$ cat src/shared/disp_pkg.sv
//Contract
//- Cursor address is a low byte and a high byte selecting the RAM location.
//- Cursor address is a loadable, clearable 16-bit up-counter with ripple carry.
//- Loading low byte with bit 7 falling from one to zero increments high byte.
//- Code 0x0a selects low byte, 0x0b high byte; next data write loads it.
//- After code 0x0c each data write goes to RAM at cursor, then cursor advances.
//- Data read returns output register, then refills it from RAM and advances cursor.
//- Code 0x0e clears, 0x0f sets one bit at cursor, then cursor advances.
//- Bit position is written as position minus one in the three low data bits.
//- Read with read/write high and register select high returns busy on the top line.
//- Busy stands while executing; no instruction is accepted while busy.
//- An instruction register write leaves busy unchanged.
//- Busy is readable at any time without selecting it first.
//- In character mode the cursor shows at the cursor address location.
package disp_pkg;
  localparam int DATA_W = 8;
  localparam int ADDR_W = 16;
  localparam int FIFO_DEPTH = 16;
  localparam int BUSY_BIT = 7;
  localparam int BITPOS_W = 3;
  localparam logic [7:0] CMD_CUR_LOW = 8'h0a;
  localparam logic [7:0] CMD_CUR_HIGH = 8'h0b;
  localparam logic [7:0] CMD_RAM_DATA = 8'h0c;
  localparam logic [7:0] CMD_BIT_CLR = 8'h0e;
  localparam logic [7:0] CMD_BIT_SET = 8'h0f;
  localparam logic [7:0] CODE_RST = 8'h00;
  localparam logic [7:0] OUT_RST = 8'h00;
  localparam logic [15:0] CURSOR_RST = 16'h0000;
  localparam logic [2:0] SYNC_RST = 3'h0;

  typedef enum logic [2:0] {
    OP_LOW,
    OP_HIGH,
    OP_WRITE,
    OP_FETCH,
    OP_CLR,
    OP_SET
  } op_kind_t;

  typedef struct packed {
    op_kind_t kind;
    logic [DATA_W-1:0] data;
  } op_t;

  typedef struct packed {
    logic e;
    logic rw;
    logic rs;
    logic [DATA_W-1:0] db;
  } pins_t;

  localparam int OP_W = $bits(op_t);
  localparam int PINS_W = $bits(pins_t);

  function automatic logic [15:0] cursor_inc(input logic [15:0] cur);
    cursor_inc = cur + 16'h0001;
  endfunction : cursor_inc

  function automatic logic [15:0] load_low(input logic [15:0] cur, input logic [7:0] low);
    logic [7:0] high;
    high = cur[15:8];
    if (cur[7] && !low[7]) begin
      high = high + 8'h01;
    end
    load_low = {high, low};
  endfunction : load_low

  function automatic logic [7:0] bit_mask(input logic [7:0] pos);
    bit_mask = 8'h01 << pos[BITPOS_W-1:0];
  endfunction : bit_mask
endpackage : disp_pkg

$ cat src/logic/op_fifo.sv
module op_fifo #(
  parameter int WIDTH = 11,
  parameter int DEPTH = 16
) (
  input wire logic i_core_clk,
  input wire logic i_sys_rst,
  input wire logic i_wr_valid,
  output logic o_wr_ready,
  input wire logic [WIDTH-1:0] i_wr_data,
  output logic o_rd_valid,
  input wire logic i_rd_ready,
  output logic [WIDTH-1:0] o_rd_data
);
  localparam int PW = $clog2(DEPTH);
  localparam logic [PW:0] DEPTH_C = PW'(0) + (PW+1)'(DEPTH);

  logic [WIDTH-1:0] mem [DEPTH];
  logic [PW-1:0] wp_reg, wp_next, rp_reg, rp_next;
  logic [PW:0] cnt_reg, cnt_next;
  logic push, pop;

  assign o_wr_ready = (cnt_reg != DEPTH_C);
  assign o_rd_valid = (cnt_reg != '0);
  assign o_rd_data = mem[rp_reg];
  assign push = i_wr_valid && o_wr_ready;
  assign pop = o_rd_valid && i_rd_ready;

  always_comb begin
    wp_next = push ? wp_reg + PW'(1) : wp_reg;
    rp_next = pop ? rp_reg + PW'(1) : rp_reg;
    cnt_next = cnt_reg + (PW+1)'(push) - (PW+1)'(pop);
  end

  always_ff @(posedge i_core_clk) begin
    if (i_sys_rst) begin
      wp_reg <= '0;
      rp_reg <= '0;
      cnt_reg <= '0;
    end else begin
      wp_reg <= wp_next;
      rp_reg <= rp_next;
      cnt_reg <= cnt_next;
    end
  end

  // Storage has no reset; only pointers define what is valid
  always_ff @(posedge i_core_clk) begin
    if (push) begin
      mem[wp_reg] <= i_wr_data;
    end
  end
endmodule : op_fifo

$ cat src/logic/display_ram_access_cmds.sv
module display_ram_access_cmds (
  input wire logic i_core_clk,
  input wire logic i_sys_rst,
  input wire logic i_bus_enable,
  input wire logic i_read_write,
  input wire logic i_register_select_line,
  input wire logic [7:0] i_parallel_data_lines,
  output logic [7:0] o_parallel_data_lines,
  output logic o_parallel_data_lines_oe_n,
  output logic [15:0] o_ram_addr,
  output logic o_ram_we,
  output logic o_ram_re,
  output logic [7:0] o_ram_wdata,
  input wire logic [7:0] i_ram_rdata,
  output logic [15:0] o_cursor_addr,
  output logic o_busy
);
  typedef enum logic [1:0] {
    ST_IDLE,
    ST_FETCH,
    ST_MODIFY
  } exec_state_t;

  // Pin synchroniser: three stages, a bit changes once stages two and three agree
  logic [disp_pkg::PINS_W-1:0] s1_reg, s2_reg, s3_reg, q_reg, p_reg;
  logic [disp_pkg::PINS_W-1:0] s1_next, s2_next, s3_next, q_next, p_next;
  disp_pkg::pins_t q_pins, p_pins;

  always_comb begin
    s1_next = {i_bus_enable, i_read_write, i_register_select_line, i_parallel_data_lines};
    s2_next = s1_reg;
    s3_next = s2_reg;
    q_next = (s3_reg & ~(s2_reg ^ s3_reg)) | (q_reg & (s2_reg ^ s3_reg));
    p_next = q_reg;
  end

  always_ff @(posedge i_core_clk) begin
    if (i_sys_rst) begin
      s1_reg <= '0;
      s2_reg <= '0;
      s3_reg <= '0;
      q_reg <= '0;
      p_reg <= '0;
    end else begin
      s1_reg <= s1_next;
      s2_reg <= s2_next;
      s3_reg <= s3_next;
      q_reg <= q_next;
      p_reg <= p_next;
    end
  end

  assign q_pins = disp_pkg::pins_t'(q_reg);
  assign p_pins = disp_pkg::pins_t'(p_reg);

  // An access completes on the falling edge of the qualified enable
  logic access_end, wr_instr, wr_data, rd_data;
  assign access_end = p_pins.e && !q_pins.e;
  assign wr_instr = access_end && !p_pins.rw && p_pins.rs;
  assign wr_data = access_end && !p_pins.rw && !p_pins.rs;
  assign rd_data = access_end && p_pins.rw && !p_pins.rs;

  // Instruction code register
  logic [7:0] code_reg, code_next;

  always_comb begin
    code_next = code_reg;
    if (wr_instr && !o_busy) begin
      code_next = p_pins.db;
    end
  end

  always_ff @(posedge i_core_clk) begin
    if (i_sys_rst) begin
      code_reg <= disp_pkg::CODE_RST;
    end else begin
      code_reg <= code_next;
    end
  end

  // Translate host data accesses into queued operations
  disp_pkg::op_t in_op, out_op;
  logic in_valid, in_ready, out_valid, out_ready;

  always_comb begin
    in_op.data = p_pins.db;
    in_op.kind = disp_pkg::OP_WRITE;
    in_valid = 1'b0;
    if (rd_data && code_reg == disp_pkg::CMD_RAM_DATA) begin
      in_op.kind = disp_pkg::OP_FETCH;
      in_valid = 1'b1;
    end else if (wr_data) begin
      in_valid = 1'b1;
      unique case (code_reg)
        disp_pkg::CMD_CUR_LOW: in_op.kind = disp_pkg::OP_LOW;
        disp_pkg::CMD_CUR_HIGH: in_op.kind = disp_pkg::OP_HIGH;
        disp_pkg::CMD_RAM_DATA: in_op.kind = disp_pkg::OP_WRITE;
        disp_pkg::CMD_BIT_CLR: in_op.kind = disp_pkg::OP_CLR;
        disp_pkg::CMD_BIT_SET: in_op.kind = disp_pkg::OP_SET;
        default: in_valid = 1'b0;
      endcase
    end
  end

  // A write that meets a full queue is lost; busy warns the host long before that
  op_fifo #(
    .WIDTH(disp_pkg::OP_W),
    .DEPTH(disp_pkg::FIFO_DEPTH)
  ) u_op_fifo (
    .i_core_clk(i_core_clk),
    .i_sys_rst(i_sys_rst),
    .i_wr_valid(in_valid),
    .o_wr_ready(in_ready),
    .i_wr_data(in_op),
    .o_rd_valid(out_valid),
    .i_rd_ready(out_ready),
    .o_rd_data(out_op)
  );

  // Executor: cursor counter, output register and RAM port
  exec_state_t st_reg, st_next;
  logic [15:0] cur_reg, cur_next;
  logic [15:0] addr_reg, addr_next;
  logic [7:0] out_reg, out_next;
  logic [7:0] wdata_reg, wdata_next;
  logic [7:0] pos_reg, pos_next;
  logic set_reg, set_next;
  logic we_reg, we_next, re_reg, re_next;

  assign out_ready = (st_reg == ST_IDLE);

  always_comb begin
    st_next = st_reg;
    cur_next = cur_reg;
    addr_next = addr_reg;
    out_next = out_reg;
    wdata_next = wdata_reg;
    pos_next = pos_reg;
    set_next = set_reg;
    we_next = 1'b0;
    re_next = 1'b0;
    unique case (st_reg)
      ST_IDLE: begin
        if (out_valid) begin
          unique case (out_op.kind)
            disp_pkg::OP_LOW: begin
              cur_next = disp_pkg::load_low(cur_reg, out_op.data);
            end
            disp_pkg::OP_HIGH: begin
              cur_next = {out_op.data, cur_reg[7:0]};
            end
            disp_pkg::OP_WRITE: begin
              addr_next = cur_reg;
              wdata_next = out_op.data;
              we_next = 1'b1;
              cur_next = disp_pkg::cursor_inc(cur_reg);
            end
            disp_pkg::OP_FETCH: begin
              addr_next = cur_reg;
              re_next = 1'b1;
              cur_next = disp_pkg::cursor_inc(cur_reg);
              st_next = ST_FETCH;
            end
            disp_pkg::OP_CLR, disp_pkg::OP_SET: begin
              addr_next = cur_reg;
              re_next = 1'b1;
              pos_next = {5'h00, out_op.data[disp_pkg::BITPOS_W-1:0]};
              set_next = (out_op.kind == disp_pkg::OP_SET);
              st_next = ST_MODIFY;
            end
            default: begin
              st_next = ST_IDLE;
            end
          endcase
        end
      end
      ST_FETCH: begin
        // Refill happens after the old value went out, hence the dummy read
        if (!re_reg) begin
          out_next = i_ram_rdata;
          st_next = ST_IDLE;
        end
      end
      ST_MODIFY: begin
        if (!re_reg) begin
          if (set_reg) begin
            wdata_next = i_ram_rdata | disp_pkg::bit_mask(pos_reg);
          end else begin
            wdata_next = i_ram_rdata & ~disp_pkg::bit_mask(pos_reg);
          end
          we_next = 1'b1;
          cur_next = disp_pkg::cursor_inc(cur_reg);
          st_next = ST_IDLE;
        end
      end
    endcase
  end

  always_ff @(posedge i_core_clk) begin
    if (i_sys_rst) begin
      st_reg <= ST_IDLE;
      cur_reg <= disp_pkg::CURSOR_RST;
      addr_reg <= disp_pkg::CURSOR_RST;
      out_reg <= disp_pkg::OUT_RST;
      wdata_reg <= disp_pkg::OUT_RST;
      pos_reg <= disp_pkg::OUT_RST;
      set_reg <= 1'b0;
      we_reg <= 1'b0;
      re_reg <= 1'b0;
    end else begin
      st_reg <= st_next;
      cur_reg <= cur_next;
      addr_reg <= addr_next;
      out_reg <= out_next;
      wdata_reg <= wdata_next;
      pos_reg <= pos_next;
      set_reg <= set_next;
      we_reg <= we_next;
      re_reg <= re_next;
    end
  end

  assign o_ram_addr = addr_reg;
  assign o_ram_we = we_reg;
  assign o_ram_re = re_reg;
  assign o_ram_wdata = wdata_reg;
  assign o_cursor_addr = cur_reg;

  // Busy and the host read port
  logic busy_reg, busy_next;
  logic [7:0] dout_reg, dout_next;
  logic oe_n_reg, oe_n_next;

  always_comb begin
    // Queue or executor work in flight, never the instruction write alone
    // The write pulse that ends a bit operation still counts as work in flight
    busy_next = out_valid || in_valid || (st_next != ST_IDLE) || !in_ready
      || we_next;
    oe_n_next = !(q_pins.e && q_pins.rw);
    if (q_pins.rs) begin
      dout_next = 8'h00;
      dout_next[disp_pkg::BUSY_BIT] = busy_reg;
    end else begin
      dout_next = out_reg;
    end
  end

  always_ff @(posedge i_core_clk) begin
    if (i_sys_rst) begin
      busy_reg <= 1'b0;
      dout_reg <= disp_pkg::OUT_RST;
      oe_n_reg <= 1'b1;
    end else begin
      busy_reg <= busy_next;
      dout_reg <= dout_next;
      oe_n_reg <= oe_n_next;
    end
  end

  assign o_busy = busy_reg;
  assign o_parallel_data_lines = dout_reg;
  assign o_parallel_data_lines_oe_n = oe_n_reg;
endmodule : display_ram_access_cmds

$ cat config.mk
export PLATFORM = sky130hd
export DESIGN_NAME = display_ram_access_cmds
export DESIGN_NICKNAME = d
export VERILOG_FILES = /design/src/shared/disp_pkg.sv /design/src/logic/op_fifo.sv /design/src/logic/display_ram_access_cmds.sv
export SDC_FILE = /design/constraint.sdc
export NUM_CORES = 1
export LEC_CHECK = 0
export BUFFER_PORTS_ARGS = -buffer_cell sky130_fd_sc_hd__buf_2
export CORE_ASPECT_RATIO = 1.5
export CORE_MARGIN = 8
export CORE_UTILIZATION = 40
export DETAILED_ROUTE_END_ITERATION = 6
export RECOVER_POWER = 25
export SYNTH_ARGS = -nofsm -noshare
export SYNTH_HDL_FRONTEND = slang
export SYNTH_SLANG_ARGS = --single-unit
$ cat constraint.sdc
create_clock -name i_core_clk -period 4.7 [get_ports i_core_clk]
set_clock_uncertainty 0.1 [all_clocks]
set_input_delay 0.235 -clock i_core_clk [delete_from_list [all_inputs] [get_ports i_core_clk]]
set_output_delay 0.235 -clock i_core_clk [all_outputs]
set_load 0.01 [all_outputs]
## Word-level counts from Yosys, hierarchy flattened

Memories as Yosys holds them, arrays and structs flattened. A register that Yosys moved wholly into a read port is not among the register bits.
Cells that the tools add are included.

| word-level totals | value |
|---|---|
| logic and storage cells | 135 |
| input port bits | 21 |
| output and inout port bits | 52 |
| bits in writable memories | 176 |
| register bits after elaboration | 142 |
| memories kept | 1 |

| cells by class | value |
|---|---|
| shift-type cells | 1 |
| add/subtract/negate cells | 6 |
| equal/unequal tests | 20 |
| bitwise logic cells | 11 |
| reduce and logical (&&, ||, !) cells | 43 |
| muxes and demuxes | 30 |

Memory list:

| memory | words | bits a word | read ports | clocked after memory_dff | wr ports | line | RTL |
|---|---|---|---|---|---|---|---|
| u_op_fifo.mem | 16 | 11 | 1 | 1 | 1 | op_fifo.sv:17 | `logic [WIDTH-1:0] mem [DEPTH];` |

Operators by type and width:

| cell | count |
|---|---|
| two-way mux 8 bit | 6 |
| case mux 16 bit (3 select lines) | 1 |
| == test 8 x 4 -> 1 bit, second input constant | 5 |
| two-way mux 16 bit | 2 |
| case mux 16 bit (2 select lines) | 1 |
| AND 11 bit | 2 |
| adder 16 x 1 -> 16 bit, second input constant | 1 |
| case mux 8 bit (2 select lines) | 1 |
| logical AND 1 bit | 12 |
| case mux 3 bit (4 select lines) | 1 |
| NOT 11 bit | 1 |
| OR 11 bit | 1 |
| XOR 11 bit | 1 |
| AND reduction 5 bit | 2 |
| two-way mux 1 bit | 9 |
| OR reduction 3 bit | 3 |
| adder 4 x 1 -> 4 bit, second input constant | 2 |
| adder 8 x 1 -> 8 bit, second input constant | 1 |
| AND 8 bit | 1 |
| two-way mux 4 bit | 2 |
| inequality test 2 bit, second input constant | 4 |
| NOT 8 bit | 1 |
| OR 8 bit | 1 |
| OR reduction 2 bit | 4 |
| other kinds (28) | 46 |

## Logic depth before layout (Yosys ltp)

| depth | value |
|---|---|
| depth after elaboration | 10 |
| gate-level depth with buffers | 12 |
| mapped depth without buffers | 12 |

## Cells and area by module

A second synthesis with hierarchy kept.

| second synthesis, totals | value |
|---|---|
| cells, all modules | 945 |
| area, all modules | 12804.8 um2 |

Modules (own cells, without submodules):

| module | times used | seq. area each (um2) | cells an instance | area each (um2) |
|---|---|---|---|---|
| op_fifo | 1 | 5625.4 | 381 | 7646.1 |
| display_ram_access_cmds | 1 | 2582.5 | 564 | 5158.7 |

## Worst setup path before layout

OpenSTA, ideal clock, no wires.

| timing | value |
|---|---|
| kind | reg2reg |
| start point | register u_op_fifo.cnt_reg[3] |
| end point | register u_op_fifo.cnt_reg[4] |
| slack | 1.315 ns |
| setup time | 0.070 ns |
| data required time | 4.530 ns |
| period minus slack after synthesis | 3.385 ns |
| path buffers | 0 |
| arrival | 3.214 ns |
| stages on the path, launching flop included | 13 |
| path through | dfxtp_1 -> inv_1 -> ha_1 -> nor4b_1 -> nor2_1 -> ha_1 -> inv_1 -> ha_1 -> fa_1 -> a21oi_1 -> nor2_1 -> or3_1 -> a21oi_1 |

| on the way | value |
|---|---|
| elaborated cells on any way between the ends | 6 |
| those cells by class | 2 x add/sub; 1 x eq/ne; 3 x reduce/logical |

RTL lines:

| item | line | RTL |
|---|---|---|
| start, declared | op_fifo.sv:19 | `logic [PW:0] cnt_reg, cnt_next;` |
| start signal, assigned | op_fifo.sv:42 | `cnt_reg <= cnt_next;` |
| nonzero test 5 bit | op_fifo.sv:23 | `assign o_rd_valid = (cnt_reg != '0);` |
| logical AND 1 bit | op_fifo.sv:26 | `assign pop = o_rd_valid && i_rd_ready;` |
| net u_op_fifo.pop | op_fifo.sv:20 | `logic push, pop;` |
| subtractor 5 x 1 -> 5 bit | op_fifo.sv:31 | `cnt_next = cnt_reg + (PW+1)'(push) - (PW+1)'(pop);` |

The timed path passes the listed nets, and every way through them passes these cells.
A chain may end at the register's enable or synchronous reset.

## Worst setup path in the final report

| timing | value |
|---|---|
| start point | register code_reg[4] |
| end point | memory u_op_fifo.mem[11][1] (enable) |

| on the way | value |
|---|---|
| longest elaborated chain between the ends | 8 |
| elaborated cells on any way between the ends | 13 |
| those cells by class | 5 x eq/ne; 5 x mux; 3 x reduce/logical |

Ends and longest elaborated chain:

| item | line | RTL |
|---|---|---|
| start, declared | display_ram_access_cmds.sv:64 | `logic [7:0] code_reg, code_next;` |
| start signal, assigned | display_ram_access_cmds.sv:75 | `code_reg <= disp_pkg::CODE_RST;` |
| start signal, assigned | display_ram_access_cmds.sv:77 | `code_reg <= code_next;` |
| == test 8 x 4 -> 1 bit, on equally long branches | display_ram_access_cmds.sv:89, display_ram_access_cmds.sv:94 |  |
| OR reduction 5 bit (no source line) | n/a |  |
| two-way mux 1 bit | display_ram_access_cmds.sv:94 | `unique case (code_reg)` |
| two-way mux 1 bit | display_ram_access_cmds.sv:92 | `end else if (wr_data) begin` |
| two-way mux 1 bit (*) | display_ram_access_cmds.sv:89 | `if (rd_data && code_reg == disp_pkg::CMD_RAM_DATA) begin` |
| logical AND 1 bit (*) | op_fifo.sv:25 | `assign push = i_wr_valid && o_wr_ready;` |
| net u_op_fifo.push | op_fifo.sv:20 |  |
| two-way mux 1 bit (*) | op_fifo.sv:48 | `if (push) begin` |
| two-way mux 1 bit (not written as such) (*) | op_fifo.sv:49 | `mem[wp_reg] <= i_wr_data;` |
| end, declared | op_fifo.sv:17 |  |

Mark *: on every way through the listed nets, which the timed path passes. The rest lies on a longest branch.

==> results.cfg <==
[outcome]
outcome = finished, violations left
violations = max-capacitance violations, max-slew violations

[clocking]
cts.htree.levels = 1
clock_tree.buffer_depth = 3
cts-root-buf = clkbuf_16
post_cts.repair.setup_buffers = 0
path_clk_slew_ns = 0.06
cts_tree = yes
insertion_delay_ns = 0.56
cts.sink_count = 322
cts_buffers = 30

[finish]
filler_cell_count = 2821
nets = 1037
largest_register = u_op_fifo.mem
area.growth.synth_to_final_pct = 14.9
max_ffs_per_register = 176
drive_gt1_share_pct = 18.4
insertedDiodeCount = 0

[die]
die_y_um = 234
area_of_the_core_um2 = 31500
die_width_um = 161
io_pins = 73
die_area_um2 = 37800
initial_core_util_pct = 40.2
std_cell_rows = 80

[route]
vias_per_cell = 5.19
detail_route.drc_violations = 0
detail_route.wirelength_mm = 28.5
dr_total_vias = 7431
dr.first_iter.drc_count = 355
drt.antenna.violating_nets = 0
wire_per_inst_um = 19.9
dr.pass1.iters = 4

[place]
port-buffer-count = 72
pre_cts_setup_slack_ns = 0.952
place.gp.congestion = 0.826
dp.final_hpwl_mm = 19.4

[global_routing]
global_route.usage.total_pct = 15.2
busiest_layer = met2
grt_first_pass_wirelength_mm = 44.1
use_met2_pct = 28.1
globalRouteMet3Util_pct = 2.32
grt_antenna_before_repair = 0
overflow = 0
first_global_vias = 7489
grtUsageMet1_pct = 17.2
grt_max_degree = 73

[power]
power.share.sequential_pct = 48.7
share_clk_of_total_power_pct = 33.6
switching_power_mw = 1.76
power.static_leakage_nw = 5.19
ir_drop_v = 0.000232
finalPower_mw = 6.59
power.share.switching_pct = 26.7
power_per_cell_area_nw_per_um2 = 452
share_comb_of_total_power_pct = 17.7
p_int_mw = 4.83

[yosys]
netlist_area_um2 = 12700
postSynth.asyncResetShare_pct = 0
biggest_area_consumer_among_synthesized_cells = edfxtp_1
edff_count_synth = 176
synthAdderAreaFrac_pct = 1.74
synth-compound-area-share_pct = 5.38
ys.warnings.count = 0
post_synth_most_frequent_cells = edfxtp_1 (176), dfxtp_1 (146), nor2_1 (93)
yosys.area_share.xor_xnor_pct = 1.04
synth_largest_type_area_fraction_pct = 41.7
synth_seq_area_share_pct = 64.7
synth_top_flop_cell = edfxtp_1
synthesis.area_per_instance_um2 = 14.1
post-synth-top-count-cell = edfxtp_1
synthCells = 901
synth_top_family_by_area = multiplexers
synthTopCellsByArea = edfxtp_1 (42%), dfxtp_1 (23%), mux4_2 (6.7%)
ys_ff_latch = 322
synth_simple_gate_area_share_pct = 9.95
synth_mux_area_share_pct = 14.9
synth.net_count = 939
ys_types = 57

[sta]
timing.slew.headroom_pct = -113
finalWorstSetupSlack_ns = 1.02
fmaxAchievable_ghz = 0.271
tns_ns = 0
fin_crit_sh_pct = 78.4
unrepaired_setup_endpoints_after_global_routing = no
finalSetupViolCount = 0
hold_viol_final = 0
tightest_slew_ns = 3.20
finalMaxSlewViolations = 73
final_period_demand_of_the_worst_path_ns = 3.68

[flow_run]
timing.max_cap.violations = 1

[worst_setup_path]
cp-start-kind = flip-flop
setup.worst_path.class = reg2reg
timing.critical_path.fanout_max = 11
cp-end-kind = flip-flop
critPathArrivalTime_ns = 3.75
required_time_of_the_critical_path_ns = 4.76

[min_path]
timing.hold.worst.class = reg2reg
[cell families (layout without fill, tap and decap cells)]
logic type	after synthesis	after routing
multiplexers	119	119
AND/OR/NAND/NOR	258	258
flip-flops	322	322
XOR/XNOR	15	15
adder cells (fa/ha/maj)	17	17
AO/OA/AOI/OAI	105	105
buffers and inverters	65	186
[cells in the final DEF (no fill, tap or decap), types with 4 or more instances in the layout]
| cell | count |
|---|---|
| o21ai_0 | 26 |
| clkinv_1 | 8 |
| clkinv_2 | 4 |
| nor3_1 | 12 |
| nand2_1 | 46 |
| a31oi_1 | 4 |
| nand3_1 | 12 |
| nor2_1 | 93 |
| a21o_1 | 4 |
| a211oi_1 | 7 |
| xor2_1 | 8 |
| mux4_2 | 38 |
| o32ai_1 | 6 |
| and2_1 | 5 |
| dfxtp_1 | 144 |
| inv_1 | 19 |
| buf_2 | 71 |
| mux2i_1 | 58 |
| a211o_1 | 4 |
| ha_1 | 16 |
| edfxtp_1 | 176 |
| mux4_1 | 12 |
| clkbuf_16 | 31 |
| dlygate4sd3_1 | 19 |
| clkbuf_1 | 10 |
| xnor2_1 | 7 |
| and3_1 | 4 |
| nand2b_1 | 8 |
| nand4_1 | 5 |
| nand3b_1 | 4 |
| buf_4 | 20 |
| a21oi_1 | 33 |
| mux2_2 | 10 |
| nor2b_1 | 51 |
[area by class of cell]
| cell class | instances | area, µm² | share of cell area (%) |
|---|---|---|---|
| Multi-Input combinational cell | 514 | 4190 | 28.7 |
| Inverter | 19 | 71.3 | 0.489 |
| Tap cell | 410 | 513 | 3.52 |
| Clock inverter | 13 | 55.1 | 0.378 |
| Sequential cell | 322 | 8210 | 56.3 |
| Timing Repair Buffer | 112 | 704 | 4.83 |
| Clock buffer | 42 | 837 | 5.74 |
[worst max-delay path, cell delays in order, from the launching register on]
cell	delay, ns
dfxtp_1	0.30
or4_1	0.53
nor4b_1	0.53
o21ai_0	0.26
a41oi_2	0.50
nand2_1	0.28
nor2_1	0.78
[layer usage]
layer	share of wire [%]	wire (µm)	up-vias
li1	-	-	3526
met1	38	10900	3670
met2	54	15200	197
met3	5.3	1520	38
met4	2.9	832	0
met5	0	0	-
[power groups by stage]
| stage | clock network (mW) | registers [mW] | logic (mW) |
|---|---|---|---|
| after global placement | 0 | 3.27 | 1.16 |
| final | 2.21 | 3.21 | 1.16 |
| after detailed placement | 0 | 3.27 | 1.17 |
| after global routing | 2.39 | 3.23 | 1.27 |
| after floorplan | 0 | 3.19 | 0.880 |
| after CTS | 2.28 | 3.21 | 1.18 |
[path summary, 6_finish.rpt]
check | start | end | slack [ns] | cells past startpoint
max | code_reg[4] | u_op_fifo.mem[11][1] | 1.02 | 6
min | flip-flop | o_parallel_data_lines_oe_n | 0.32 | 1
max reg2reg | code_reg[4] | u_op_fifo.mem[11][1] | 1.02 | 6
min reg2reg | flip-flop | o_parallel_data_lines_oe_n | 0.32 | 1
[through the flow]
stage | cell area (µm²) | hold WS, ns | instances | utilization (%)
after floorplan | 12700 | 0.263 | 901 | -
after global placement | 13500 | 0.297 | 1358 | 42.9
after detailed placement | 13500 | 0.302 | 1358 | 42.9
after CTS | 14600 | 0.134 | 1432 | 46.3
after global routing | 14600 | 0.328 | 1432 | 46.2
final | 14600 | 0.320 | 1432 | 46.2
[timing repair]
item / CTS / global route
resized for setup: 0 / 0
hold buffers: 19 / 0
hold endpoints to repair: 19 / 0
Note: power is estimated with default switching activity, not from simulation.
